## src/include/fprs_pkg.sv

```systemverilog
/*
 Constants, register map and step table of the fan ramp smoother.
 Assumes a 100 MHz ref_clk and 8-bit duty codes where 255 is 100%.
*/
package fprs_pkg;
	// ------------------------------------------------------------
	// Timing
	// ------------------------------------------------------------
	localparam longint CLK_HZ = 100_000_000;
	localparam longint DUTY_FULL = 255;
	localparam longint FAST_SWEEP_MS = 37500; // 0 to 100% at step 1.
	localparam longint SLOW_SWEEP_MS = 52200; // 0 to 100% at step 1.
	// One time slot is the sweep time spread over the full duty range.
	localparam longint FAST_SLOT_CYC =
		(FAST_SWEEP_MS * CLK_HZ) / (64'h3E8 * DUTY_FULL);
	localparam longint SLOW_SLOT_CYC =
		(SLOW_SWEEP_MS * CLK_HZ) / (64'h3E8 * DUTY_FULL);

	// ------------------------------------------------------------
	// Register map and fields
	// ------------------------------------------------------------
	localparam logic [3:0] CTRL_OFS = 4'h0;
	localparam logic [3:0] CFG_OFS = 4'h4;
	localparam logic [3:0] STAT_OFS = 4'h8;
	localparam int LOC_RATE_LSB = 0;
	localparam int LOC_EN_BIT = 3;
	localparam int R2_RATE_LSB = 4;
	localparam int R2_EN_BIT = 7;
	localparam int CFG_LOCK_BIT = 0;
	localparam int CFG_SLOW_BIT = 1;
	localparam logic [7:0] CTRL_RST = 8'h00;
	localparam logic [1:0] RESP_OKAY = 2'h0;
	localparam logic [1:0] RESP_SLVERR = 2'h2;

	// Duty increment per time slot for each rate code.
	function automatic logic [7:0] fprs_step(input logic [2:0] code);
		logic [7:0] s;
		s = 8'h01;
		unique case (code)
			3'h0: s = 8'h01;
			3'h1: s = 8'h02;
			3'h2: s = 8'h03;
			3'h3: s = 8'h04;
			3'h4: s = 8'h08;
			3'h5: s = 8'h0C;
			3'h6: s = 8'h18;
			3'h7: s = 8'h30;
		endcase
		return s;
	endfunction
endpackage

```

## src/include/fprs_ifs.sv

```systemverilog
/*
 Interfaces between the ramp smoother top, its bus slave and ramps.
 Assumes all parties run on the same ref_clk.
*/
`timescale 1ns/100ps
`default_nettype none
// Register access from the bus slave into the register file.
interface fprs_reg_if;
	logic wr_en;
	logic [3:0] wr_addr;
	logic [7:0] wr_data;
	logic wr_ok;
	logic [3:0] rd_addr;
	logic [31:0] rd_data;
	logic rd_ok;
	modport slave(output wr_en, wr_addr, wr_data, rd_addr,
		input wr_ok, rd_data, rd_ok);
	modport regs(input wr_en, wr_addr, wr_data, rd_addr,
		output wr_ok, rd_data, rd_ok);
endinterface // fprs_reg_if

// Settings and result of one ramp channel.
interface fprs_ramp_if;
	logic [7:0] target;
	logic enable;
	logic [2:0] rate;
	logic tick;
	logic [7:0] duty;
	modport ctrl(output target, enable, rate, tick, input duty);
	modport ramp(input target, enable, rate, tick, output duty);
endinterface // fprs_ramp_if
`default_nettype wire

```

## src/core/fprs_ramp.sv

```systemverilog
/*
 One ramp channel: moves the fan drive duty toward its target.
 Assumes the tick is a one-cycle pulse once per time slot.
*/
`timescale 1ns/100ps
`default_nettype none
module fprs_ramp
	import fprs_pkg::*;
(
	input wire logic ref_clk, // System clock.
	input wire logic reset, // Asynchronous reset, active high.
	fprs_ramp_if.ramp rp // Channel settings and duty.
);
	typedef struct packed {
		logic [7:0] duty;
	} fprs_ramp_st_t;
	fprs_ramp_st_t q, d;

	// ------------------------------------------------------------
	// Next duty
	// ------------------------------------------------------------
	// Bypass follows the target at once, else step once per slot.
	always_comb begin
		logic [7:0] step;
		logic [7:0] gap;
		step = fprs_step(rp.rate);
		gap = 8'h00;
		d = q;
		if (!rp.enable) begin
			d.duty = rp.target;
		end else if (rp.tick) begin
			if (q.duty < rp.target) begin
				gap = rp.target - q.duty;
				d.duty = (gap > step) ? q.duty + step : rp.target;
			end else begin
				gap = q.duty - rp.target;
				d.duty = (gap > step) ? q.duty - step : rp.target;
			end
		end
	end

	// State register.
	always_ff @(posedge ref_clk or posedge reset) begin
		if (reset) begin
			q <= '0;
		end else begin
			q <= d;
		end
	end

	assign rp.duty = q.duty;
endmodule // fprs_ramp
`default_nettype wire

```

## src/core/fprs_axil.sv

```systemverilog
/*
 AXI4-Lite slave for the ramp smoother registers.
 Assumes one write and one read at a time; lane 0 carries the data.
*/
`timescale 1ns/100ps
`default_nettype none
module fprs_axil
	import fprs_pkg::*;
(
	input wire logic ref_clk, // System clock.
	input wire logic reset, // Asynchronous reset, active high.
	input wire logic [3:0] s_axi_awaddr, // Write address.
	input wire logic s_axi_awvalid, // Write address valid.
	output logic s_axi_awready, // Write address ready.
	input wire logic [31:0] s_axi_wdata, // Write data.
	input wire logic [3:0] s_axi_wstrb, // Write byte strobes.
	input wire logic s_axi_wvalid, // Write data valid.
	output logic s_axi_wready, // Write data ready.
	output logic [1:0] s_axi_bresp, // Write response.
	output logic s_axi_bvalid, // Write response valid.
	input wire logic s_axi_bready, // Write response ready.
	input wire logic [3:0] s_axi_araddr, // Read address.
	input wire logic s_axi_arvalid, // Read address valid.
	output logic s_axi_arready, // Read address ready.
	output logic [31:0] s_axi_rdata, // Read data.
	output logic [1:0] s_axi_rresp, // Read response.
	output logic s_axi_rvalid, // Read data valid.
	input wire logic s_axi_rready, // Read data ready.
	fprs_reg_if.slave rg // Register file access.
);
	typedef struct packed {
		logic aw_h;
		logic [3:0] awaddr;
		logic w_h;
		logic [7:0] wdata;
		logic wstrb0;
		logic awrdy;
		logic wrdy;
		logic bvalid;
		logic [1:0] bresp;
		logic arrdy;
		logic rvalid;
		logic [31:0] rdata;
		logic [1:0] rresp;
	} fprs_axil_st_t;
	fprs_axil_st_t q, d;
	logic commit;

	// Address and data are held until both are in, then committed.
	assign commit = q.aw_h && q.w_h && !q.bvalid;

	// ------------------------------------------------------------
	// Channel handling
	// ------------------------------------------------------------
	// Readies are computed from the next state so they are flops.
	always_comb begin
		d = q;
		if (s_axi_awvalid && q.awrdy) begin
			d.aw_h = 1'b1;
			d.awaddr = {s_axi_awaddr[3:2], 2'h0};
		end
		if (s_axi_wvalid && q.wrdy) begin
			d.w_h = 1'b1;
			d.wdata = s_axi_wdata[7:0];
			d.wstrb0 = s_axi_wstrb[0];
		end
		if (s_axi_bready && q.bvalid) begin
			d.bvalid = 1'b0;
		end
		if (commit) begin
			d.aw_h = 1'b0;
			d.w_h = 1'b0;
			d.bvalid = 1'b1;
			d.bresp = rg.wr_ok ? RESP_OKAY : RESP_SLVERR;
		end
		d.awrdy = !d.aw_h && !d.bvalid;
		d.wrdy = !d.w_h && !d.bvalid;
		if (s_axi_rready && q.rvalid) begin
			d.rvalid = 1'b0;
		end
		if (s_axi_arvalid && q.arrdy) begin
			d.rvalid = 1'b1;
			d.rdata = rg.rd_ok ? rg.rd_data : 32'h00000000;
			d.rresp = rg.rd_ok ? RESP_OKAY : RESP_SLVERR;
		end
		d.arrdy = !d.rvalid;
	end

	// State register.
	always_ff @(posedge ref_clk or posedge reset) begin
		if (reset) begin
			q <= '0;
		end else begin
			q <= d;
		end
	end

	assign rg.wr_en = commit && q.wstrb0;
	assign rg.wr_addr = q.awaddr;
	assign rg.wr_data = q.wdata;
	assign rg.rd_addr = {s_axi_araddr[3:2], 2'h0};
	assign s_axi_awready = q.awrdy;
	assign s_axi_wready = q.wrdy;
	assign s_axi_bvalid = q.bvalid;
	assign s_axi_bresp = q.bresp;
	assign s_axi_arready = q.arrdy;
	assign s_axi_rvalid = q.rvalid;
	assign s_axi_rdata = q.rdata;
	assign s_axi_rresp = q.rresp;
endmodule // fprs_axil
`default_nettype wire

```

## src/core/fprs_top.sv

```systemverilog
/*
 Fan drive ramp smoother: limits how fast the local and remote two
 fan drive outputs follow their computed duty targets.
 Assumes targets come from logic on ref_clk; registers over AXI4-Lite.
*/
// Decided for this implementation: the AXI4-Lite register port and the address map.
// What this block does
// - Local rate field sets local step size
// - Smoothing ramps gradually, never jumping to target
// - Fast base: codes give steps 1..48
// - Slow base gives longer time slot
// - Bit 3 enables local channel smoothing
// - Bits 6:4 set remote two step size
// - Bit 7 enables remote two smoothing
// - Lock bit makes control register read-only
`timescale 1ns/100ps
`default_nettype none
module fprs_top
	import fprs_pkg::*;
#(
	parameter int unsigned FAST_SLOT_CYCLES = 32'(FAST_SLOT_CYC),
	parameter int unsigned SLOW_SLOT_CYCLES = 32'(SLOW_SLOT_CYC)
)(
	input wire logic ref_clk, // System clock, 100 MHz.
	input wire logic reset, // Asynchronous reset, active high.
	input wire logic [3:0] s_axi_awaddr, // Write address.
	input wire logic s_axi_awvalid, // Write address valid.
	output logic s_axi_awready, // Write address ready.
	input wire logic [31:0] s_axi_wdata, // Write data.
	input wire logic [3:0] s_axi_wstrb, // Write byte strobes.
	input wire logic s_axi_wvalid, // Write data valid.
	output logic s_axi_wready, // Write data ready.
	output logic [1:0] s_axi_bresp, // Write response.
	output logic s_axi_bvalid, // Write response valid.
	input wire logic s_axi_bready, // Write response ready.
	input wire logic [3:0] s_axi_araddr, // Read address.
	input wire logic s_axi_arvalid, // Read address valid.
	output logic s_axi_arready, // Read address ready.
	output logic [31:0] s_axi_rdata, // Read data.
	output logic [1:0] s_axi_rresp, // Read response.
	output logic s_axi_rvalid, // Read data valid.
	input wire logic s_axi_rready, // Read data ready.
	input wire logic [7:0] local_target_duty, // Computed local duty.
	input wire logic [7:0] remote_two_target_duty, // Computed duty.
	output logic [7:0] fan_drive_local, // Smoothed local duty.
	output logic [7:0] fan_drive_remote_two // Smoothed duty.
);
	// ------------------------------------------------------------
	// Parameter checks
	// ------------------------------------------------------------
	if (FAST_SLOT_CYCLES < 2 || SLOW_SLOT_CYCLES < 2) begin : g_chk
		$error("fprs_top: slot lengths must be at least two cycles");
	end

	typedef struct packed {
		logic [7:0] ctrl;
		logic lock;
		logic slow;
		logic [31:0] cnt;
		logic tick;
	} fprs_top_st_t;
	fprs_top_st_t q, d;
	logic [31:0] lim;

	fprs_reg_if rg();
	fprs_ramp_if lif();
	fprs_ramp_if rif();

	// ------------------------------------------------------------
	// Bus slave
	// ------------------------------------------------------------
	fprs_axil u_axil (
		.ref_clk(ref_clk),
		.reset(reset),
		.s_axi_awaddr(s_axi_awaddr),
		.s_axi_awvalid(s_axi_awvalid),
		.s_axi_awready(s_axi_awready),
		.s_axi_wdata(s_axi_wdata),
		.s_axi_wstrb(s_axi_wstrb),
		.s_axi_wvalid(s_axi_wvalid),
		.s_axi_wready(s_axi_wready),
		.s_axi_bresp(s_axi_bresp),
		.s_axi_bvalid(s_axi_bvalid),
		.s_axi_bready(s_axi_bready),
		.s_axi_araddr(s_axi_araddr),
		.s_axi_arvalid(s_axi_arvalid),
		.s_axi_arready(s_axi_arready),
		.s_axi_rdata(s_axi_rdata),
		.s_axi_rresp(s_axi_rresp),
		.s_axi_rvalid(s_axi_rvalid),
		.s_axi_rready(s_axi_rready),
		.rg(rg.slave)
	);

	// ------------------------------------------------------------
	// Register file and time base
	// ------------------------------------------------------------
	// Slot length follows the selected time base.
	assign lim = q.slow ? SLOW_SLOT_CYCLES : FAST_SLOT_CYCLES;

	// Time slot counter, register writes and the lock.
	always_comb begin
		d = q;
		d.tick = 1'b0;
		if (q.cnt >= lim - 32'h1) begin
			d.cnt = 32'h0;
			d.tick = 1'b1;
		end else begin
			d.cnt = q.cnt + 32'h1;
		end
		if (rg.wr_en && rg.wr_addr == CTRL_OFS && !q.lock) begin
			d.ctrl = rg.wr_data;
		end
		if (rg.wr_en && rg.wr_addr == CFG_OFS) begin
			// The lock only clears by reset.
			d.lock = q.lock | rg.wr_data[CFG_LOCK_BIT];
			d.slow = rg.wr_data[CFG_SLOW_BIT];
		end
	end

	// Read data of each word; the status word holds both smoothed duties.
	always_comb begin
		rg.rd_data = 32'h00000000;
		rg.rd_ok = 1'b1;
		if (rg.rd_addr == CTRL_OFS) begin
			rg.rd_data[7:0] = q.ctrl;
		end else if (rg.rd_addr == CFG_OFS) begin
			rg.rd_data[CFG_LOCK_BIT] = q.lock;
			rg.rd_data[CFG_SLOW_BIT] = q.slow;
		end else if (rg.rd_addr == STAT_OFS) begin
			rg.rd_data[15:0] = {rif.duty, lif.duty};
		end else begin
			rg.rd_ok = 1'b0;
		end
	end

	// Writes to any mapped word answer OKAY; status is read-only.
	assign rg.wr_ok = (rg.wr_addr == CTRL_OFS) ||
		(rg.wr_addr == CFG_OFS) || (rg.wr_addr == STAT_OFS);

	// State register.
	always_ff @(posedge ref_clk or posedge reset) begin
		if (reset) begin
			q <= '0;
			q.ctrl <= CTRL_RST;
		end else begin
			q <= d;
		end
	end

	// ------------------------------------------------------------
	// Ramp channels
	// ------------------------------------------------------------
	// Local channel settings.
	assign lif.target = local_target_duty;
	assign lif.enable = q.ctrl[LOC_EN_BIT];
	assign lif.rate = q.ctrl[LOC_RATE_LSB +: 3];
	assign lif.tick = q.tick;
	// Remote two channel settings.
	assign rif.target = remote_two_target_duty;
	assign rif.enable = q.ctrl[R2_EN_BIT];
	assign rif.rate = q.ctrl[R2_RATE_LSB +: 3];
	assign rif.tick = q.tick;

	fprs_ramp u_ramp_local (
		.ref_clk(ref_clk),
		.reset(reset),
		.rp(lif.ramp)
	);

	fprs_ramp u_ramp_remote_two (
		.ref_clk(ref_clk),
		.reset(reset),
		.rp(rif.ramp)
	);

	assign fan_drive_local = lif.duty;
	assign fan_drive_remote_two = rif.duty;
endmodule // fprs_top
`default_nettype wire

```

## config.mk

```make
export PLATFORM = sky130hd
export DESIGN_NAME = fprs_top
export DESIGN_NICKNAME = d
export VERILOG_FILES = /design/src/include/fprs_pkg.sv /design/src/include/fprs_ifs.sv /design/src/core/fprs_ramp.sv /design/src/core/fprs_axil.sv /design/src/core/fprs_top.sv
export SDC_FILE = /design/constraint.sdc
export NUM_CORES = 1
export LEC_CHECK = 0
export ABC_AREA = 1
export ABC_CLOCK_PERIOD_IN_PS = 5810
export BUFFER_PORTS_ARGS = -buffer_cell sky130_fd_sc_hd__buf_4
export CAP_MARGIN = 10
export CORE_UTILIZATION = 54
export CTS_CLUSTER_SIZE = 8
export DETAILED_ROUTE_END_ITERATION = 8
export PLACE_DENSITY_LB_ADDON = 0.15
export SLEW_MARGIN = 5
export SYNTH_ARGS = -nofsm -noshare
export SYNTH_HDL_FRONTEND = slang
export SYNTH_SLANG_ARGS = --single-unit
```

## constraint.sdc

```tcl
create_clock -name ref_clk -period 5.81 [get_ports ref_clk]
set_input_delay 0.581 -clock ref_clk [delete_from_list [all_inputs] [get_ports ref_clk]]
set_output_delay 0.581 -clock ref_clk [all_outputs]
set_load 0.01 [all_outputs]
```

* Word-level counts from Yosys, hierarchy flattened *
Memory sizes are Yosys's and may differ from the RTL's.
Cells that the tools add are included.

storage, ports and cells
  register bits after elaboration = 113
  memory bits (read-only) = 96
  bits of input ports = 67
  output and inout bits = 57
  logic and storage cells = 101
  memories kept = 2

memories
  memory            words  width  rd ports  clocked after Yosys merged registers in  wr ports  RTL line        source
  (name not given)  8      6      1         0                                        0         fprs_pkg.sv:39  unique case (code)
  (name not given)  8      6      1         0                                        0         fprs_pkg.sv:39

cells by class
  add/sub/neg operators = 10
  order comparisons = 7
  equal/unequal tests = 6
  mux-type cells = 32
  bitwise gates (word level) = 1
  reduce and logical (&&, ||, !) cells = 23

operator list
  kind                                                  number
  2-to-1 mux 8 bit                                      12
  subtractor 8 bit                                      6
  2-to-1 mux 35 bit                                     1
  adder 32 x 1 -> 32 bit (second input constant)        1
  greater-or-equal comparator 32 bit                    1
  greater-than comparator 8 bit                         4
  2-to-1 mux 16 bit                                     2
  2-to-1 mux 32 bit                                     1
  subtractor 25 x 1 -> 26 bit (second input constant)   1
  2-to-1 mux 25 bit                                     1
  adder 8 bit                                           2
  < comparator 8 bit                                    2
  2-to-1 mux 14 bit                                     1
  logical AND 1 bit                                     13
  2-to-1 mux 10 bit                                     1
  logical NOT 4 bit                                     2
  2-to-1 mux 1 bit                                      8
  logical NOT 1 bit                                     6
  2-to-1 mux 2 bit                                      3
  2-to-1 mux 5 bit                                      1
  equality test 2 x 1 -> 1 bit (second input constant)  2
  equality test 2 bit (second input constant)           2
  != test 2 bit (second input constant)                 2
  2-to-1 mux 3 bit                                      1
  other kinds (2)                                       3

* Longest topological paths before layout *
  depth after elaboration = 7
  depth in mapped cells = 23
  mapped depth without buffers = 22

* Hierarchy *
A second synthesis with hierarchy kept.

unflattened totals
  cell total of the unflattened synthesis = 1,360
  area, all modules = 9,860.7 um2

by module, submodules not included
  module                          instances  cells an instance  area each (um2)
  fprs_top                        1          370                2,778.9
  fprs_axil                       1          277                2,421.1
  fprs_ramp at u_ramp_local       1          356                2,373.5
  fprs_ramp at u_ramp_remote_two  1          357                2,287.2

* Worst setup path before layout *
OpenSTA, ideal clock, no wires.

  path type = in2reg
  from = input local_target_duty[2]
  to = register u_ramp_local.q (netlist bit u_ramp_local.rp.duty[2])
  arrival = 2,680 ps
  slack = 3,013 ps
  cell stages on the path = 21
  path through = inv_1 -> ha_1 -> buf_6 -> a21oi_1 -> nand2_1 -> a31oi_1 -> xnor2_1 -> ha_1 -> nand2_1 -> inv_1 -> nand2_1 -> nand2_1 -> nand2_1 -> nand4_4 -> buf_6 -> nor2_1 -> nor2_1 -> nor2_1 -> nand2_1 -> nand2_1 -> nand2_1

on the way
  word-level cells in the longest chain between the ends = 6

RTL lines
  what                                              RTL line                          source
  start, declared                                   fprs_top.sv:43                    input wire logic [7:0] local_target_duty,
  subtractor 8 bit (on tied branches)               fprs_ramp.sv:36, fprs_ramp.sv:33
  greater-than comparator 8 bit (on tied branches)  fprs_ramp.sv:37, fprs_ramp.sv:34
  2-to-1 mux 8 bit (on tied branches)               fprs_ramp.sv:37, fprs_ramp.sv:34
  2-to-1 mux 8 bit                                  fprs_ramp.sv:32                   if (q.duty < rp.target) begin
  2-to-1 mux 8 bit                                  fprs_ramp.sv:31                   end else if (rp.tick) begin
  2-to-1 mux 8 bit *                                fprs_ramp.sv:29                   if (!rp.enable) begin
  end signal, assigned                              fprs_ramp.sv:45                   q <= '0;
  end signal, assigned                              fprs_ramp.sv:47                   q <= d;
  end, declared                                     fprs_ramp.sv:17                   fprs_ramp_st_t q, d;

Mark *: on every way between the ends. The rest lies on a longest branch, timed or not. The select of a mux whose other input is x is not followed.
A chain may end at the register's enable or synchronous reset.

* Final worst setup path *
  from = register u_ramp_remote_two.q (netlist bit u_ramp_remote_two.rp.duty[2])
  to = register u_ramp_remote_two.q (netlist bit u_ramp_remote_two.rp.duty[7])

on the way
  word-level cells in the longest chain between the ends = 6

RTL lines
  what                                              RTL line
  start, declared                                   fprs_ramp.sv:17
  start signal, assigned                            fprs_ramp.sv:45
  start signal, assigned                            fprs_ramp.sv:47
  subtractor 8 bit (on tied branches)               fprs_ramp.sv:36, fprs_ramp.sv:33
  greater-than comparator 8 bit (on tied branches)  fprs_ramp.sv:37, fprs_ramp.sv:34
  2-to-1 mux 8 bit (on tied branches)               fprs_ramp.sv:37, fprs_ramp.sv:34
  2-to-1 mux 8 bit *                                fprs_ramp.sv:32
  2-to-1 mux 8 bit *                                fprs_ramp.sv:31
  2-to-1 mux 8 bit *                                fprs_ramp.sv:29

Marked as above.

==> metrics.csv <==
stage,metric,value,unit
outcome,status,"finished, final reports clean",
synthesis,"FF+latch count, synth",95,
global_route,initial antenna violation count,0,
finish,area grow syn2layout,8.863,%
synthesis,"Avg Cell Area, Syn",7.440,µm²
global_route,total grt overflow,0,
critical_path,worst-path maximum fanout,10,
finish,Antenna diodes,0,
clocking,CTS hold repair buffers,0,
synthesis,number of synthesized flops with an enable pin,0,
drt,routed via count,7171,
synthesis,Post-synth top flop,dfrtp_1,
critical_path,Crit Path Category,register to register,
synthesis,Yosys top cell area share,28.30,%
worst_hold_path,worst hold-check path type,input port to async pin,
synthesis,fraction of registers with async set/reset,100.0,%
critical_path,Setup crit end kind,register,
synthesis,Netlist cell types,46,
floorplan,area of the core,0.01520,mm²
clocking,post-CTS sizing,0,
job,number of max-cap violations,0,
finish,Fill cells,1453,
global_route,largest net degree at the start of global routing,65,
drt,Final ANT Viol Nets,0,
timing,fmax,0.3245,GHz
critical_path,arrival time worst endpoint,3.33,ns
clocking,"Reg clk slew, reported paths",0.07,ns
floorplan,Die X,126.7,µm
timing,worst slew pin tran,1.113,ns
synthesis,Post-Syn Area,0.008399,mm²
synthesis,Gate Count Post-Synth,1129,
power,Worst VDD drop,0.0001906,V
power,P per Cell Area,551.3,mW/mm²
drt,Pre-Repair DR Iteration Count,7,
synthesis,Post-Synth Adder-Cell Area,16.21,%
timing,Slew HR,25.77,%
power,Pleak,4.892,nW
clocking,postcts setup bufs,0,
floorplan,# IOs,124,
synthesis,mux cell area share after synthesis,0,%
synthesis,Synth area leader,dfrtp_1,
clocking,CTS tree,built,
synthesis,largest family of logic cells by synthesized area,simple AND/OR/NAND/NOR gates,
timing,RSZ-0062 raised after global routing,false,
finish,share of layout cells above drive strength 1,11.01,%
finish,nets,1347,
timing,Final period util,53.04,%
synthesis,"Seq/Total Area, Yosys",28.30,%
finish,design area,0.009144,mm²
synthesis,"top cells by area, synth","dfrtp_1 28%, ha_1 14%, nand2_1 13%",
floorplan,initial core utilization,55.25,%
synthesis,Syn. warnings,0,
clocking,Clock Tree Buf Depth,2,
clocking,CTS sink cnt,95,
timing,Slew Limit Fails,0,
global_route,GRT Overall Usage,25.12,%
floorplan,chip height,126.7,µm
placement,dpl cell area,0.008846,mm²
timing,final setup violation count,0,
drt,# DRC,0,
clocking,CTS root buffer,clkbuf_16,
critical_path,startpoint types,register,
synthesis,Synth Area in Compound Gates,9.385,%
critical_path,Required @ worst endpoint,6.06,ns
global_route,vias in the first global route,6610,
drt,initial DRC count,465,
drt,Routed WL per cell,13.93,µm
placement,Final HPWL DP,14.81,mm
timing,final worst path period need,3.082,ns
timing,skew final,0.005608,ns
synthesis,Post-Synth Simple-Gate Area,27.50,%
placement,Final GP Congestion,0.8975,
floorplan,full die area,0.01606,mm²
placement,PortBufs,74,
clocking,H-tree depth,3,
timing,Hold Slack,0.2142,ns
clocking,later-pin clock latency in the skew report,0.35,ns
timing,setup ws final,2.728,ns
timing,Setup TNS,0,ns
timing,Final Hold Fails,0,
placement,pre-CTS WS,2.493,ns
floorplan,Cell Rows,45,
clocking,CTS buffer count,9,
global_route,global-route wire length before repair,32.14,mm
synthesis,XOR/XNOR share of the synthesized area,6.257,%
drt,vias per cell,5.238,
drt,final wirelength,19.08,mm
Yosys cell counts (2+ instances only):
| master | instances |
|---|---|
| a21oi_1 | 58 |
| clkinv_1 | 4 |
| nor3_2 | 2 |
| nor4_4 | 2 |
| xor2_1 | 42 |
| nand4_2 | 2 |
| a22oi_1 | 2 |
| nand2_2 | 8 |
| nor2_4 | 2 |
| ha_1 | 96 |
| nor4_2 | 2 |
| a31oi_1 | 7 |
| inv_2 | 3 |
| nor3_1 | 4 |
| buf_2 | 4 |
| a21o_1 | 6 |
| o21ai_0 | 43 |
| nand2_4 | 3 |
| clkbuf_1 | 11 |
| inv_1 | 151 |
| o211ai_1 | 11 |
| buf_4 | 40 |
| o22ai_1 | 4 |
| a21oi_2 | 2 |
| nand3_2 | 2 |
| nand2_1 | 284 |
| fa_1 | 8 |
| nand3_1 | 87 |
| dfrtp_1 | 95 |
| buf_6 | 7 |
| xnor2_1 | 18 |
| o31ai_1 | 3 |
| nand4_1 | 27 |
| nor2_1 | 73 |
| nor2_2 | 4 |
| or2_2 | 2 |
worst max-delay path, stage by stage (launching register included):
cell      delay [ns]
dfrtp_1         0.48
ha_1            0.45
a21oi_1         0.17
nand2_1         0.13
a31oi_1         0.20
xnor2_1         0.16
ha_1            0.26
nand2_1         0.07
inv_1           0.05
nand2_1         0.06
nand2_1         0.04
nand2_1         0.22
nand3_2         0.26
nand3_1         0.17
o211ai_1        0.10
nand3_1         0.10
nand2_1         0.05
report_power, final:
| part | switching [mW] | internal [mW] | total, mW |
|---|---|---|---|
| Combinational | 2.06 | 1.33 | 3.39 |
| Sequential | 0.223 | 0.832 | 1.06 |
| Clock | 0.289 | 0.304 | 0.593 |
| Total | 2.57 | 2.47 | 5.04 |
cells by family (layout without fill, tap and decap cells):
kind of cell / after synthesis / in the layout
AND/OR/NAND/NOR: 509 / 509
buffers and inverters: 220 / 249
AO/OA/AOI/OAI: 140 / 140
adder cells (fa/ha/maj): 104 / 104
flip-flops: 95 / 95
XOR/XNOR: 60 / 60
other: 1 / 24
cell type report:
class,instances,area (µm²),share of cell area (%)
multi-input combinational,837,5075,55.50
sequential,95,2377,26.00
inverter,158,595.6,6.513
timing repair buffer,75,563.0,6.158
tap,188,235.2,2.573
clock buffer,9,225.2,2.463
clock inverter,7,72.57,0.7937
registers in the layout (all words and copies together) (netlist names):
signal                     count
u_ramp_local.rp.duty           8
u_axil.q                       3
u_axil.rg.wr_data              8
lif.tick                       1
u_ramp_remote_two.rp.duty      8
lif.rate                       3
u_axil.s_axi_bvalid            1
u_axil.s_axi_bresp             1
u_axil.s_axi_wready            1
u_axil.s_axi_rvalid            1
u_axil.rg.wr_addr              2
u_axil.s_axi_rresp             1
u_axil.s_axi_awready           1
u_axil.s_axi_arready           1
q                             38
lif.enable                     1
u_axil.s_axi_rdata            16
routing by layer:
layer | up-vias | wire length [µm] | global-route usage [%]
li1 | 3680 | - | -
met1 | 3270 | 8990 | 33.77
met2 | 202 | 8810 | 41.99
met3 | 19 | 1055 | 4.513
met4 | 0 | 219 | 6.162
met5 | - | 0 | 0
metrics by stage:
step / util (%) / power, mW / cells
global placement: 58.19 / 4.358 / 1353
finish: 60.15 / 5.041 / 1369
global route: 60.15 / 5.606 / 1369
CTS: 60.15 / 5.045 / 1369
detailed placement: 58.19 / 4.425 / 1353
floorplan: - / 3.714 / 1152
path summary, 6_finish.rpt:
kind	start	endpoint	slack (ns)	cells past startpoint
worst max register to register	u_ramp_remote_two.rp.duty[2]	u_ramp_remote_two.rp.duty[7]	2.73	16
worst min register to register	u_axil.s_axi_rvalid	u_axil.s_axi_arready	0.48	1
max in group asynchronous	reset	u_axil.s_axi_rdata[15]	4.45	3
min in group ref_clk	s_axi_awaddr[2]	u_axil.rg.wr_addr[2]	0.41	3
worst min-delay path	reset	q[24]	0.21	2
worst max-delay path	u_ramp_remote_two.rp.duty[2]	u_ramp_remote_two.rp.duty[7]	2.73	16
cell usage in the layout, fill, tap and decap left out, drive strengths merged, types with 3 or more instances in the layout:
| cell | Yosys | routed |
|---|---|---|
| xor2 | 42 | 42 |
| clkbuf | 11 | 9 |
| conb | 1 | 24 |
| nor3 | 7 | 7 |
| inv | 154 | 158 |
| nand4 | 30 | 30 |
| a21oi | 60 | 60 |
| dfrtp | 95 | 95 |
| buf | 51 | 75 |
| a21o | 6 | 6 |
| clkinv | 4 | 6 |
| o211ai | 11 | 11 |
| o21ai | 44 | 44 |
| ha | 96 | 96 |
| o22ai | 4 | 4 |
| nand3 | 90 | 90 |
| nand2 | 295 | 295 |
| a31oi | 7 | 7 |
| xnor2 | 18 | 18 |
| nor4 | 4 | 4 |
| nor2 | 79 | 79 |
| o31ai | 3 | 3 |
| fa | 8 | 8 |
Note: power is estimated with default switching activity, not from simulation.
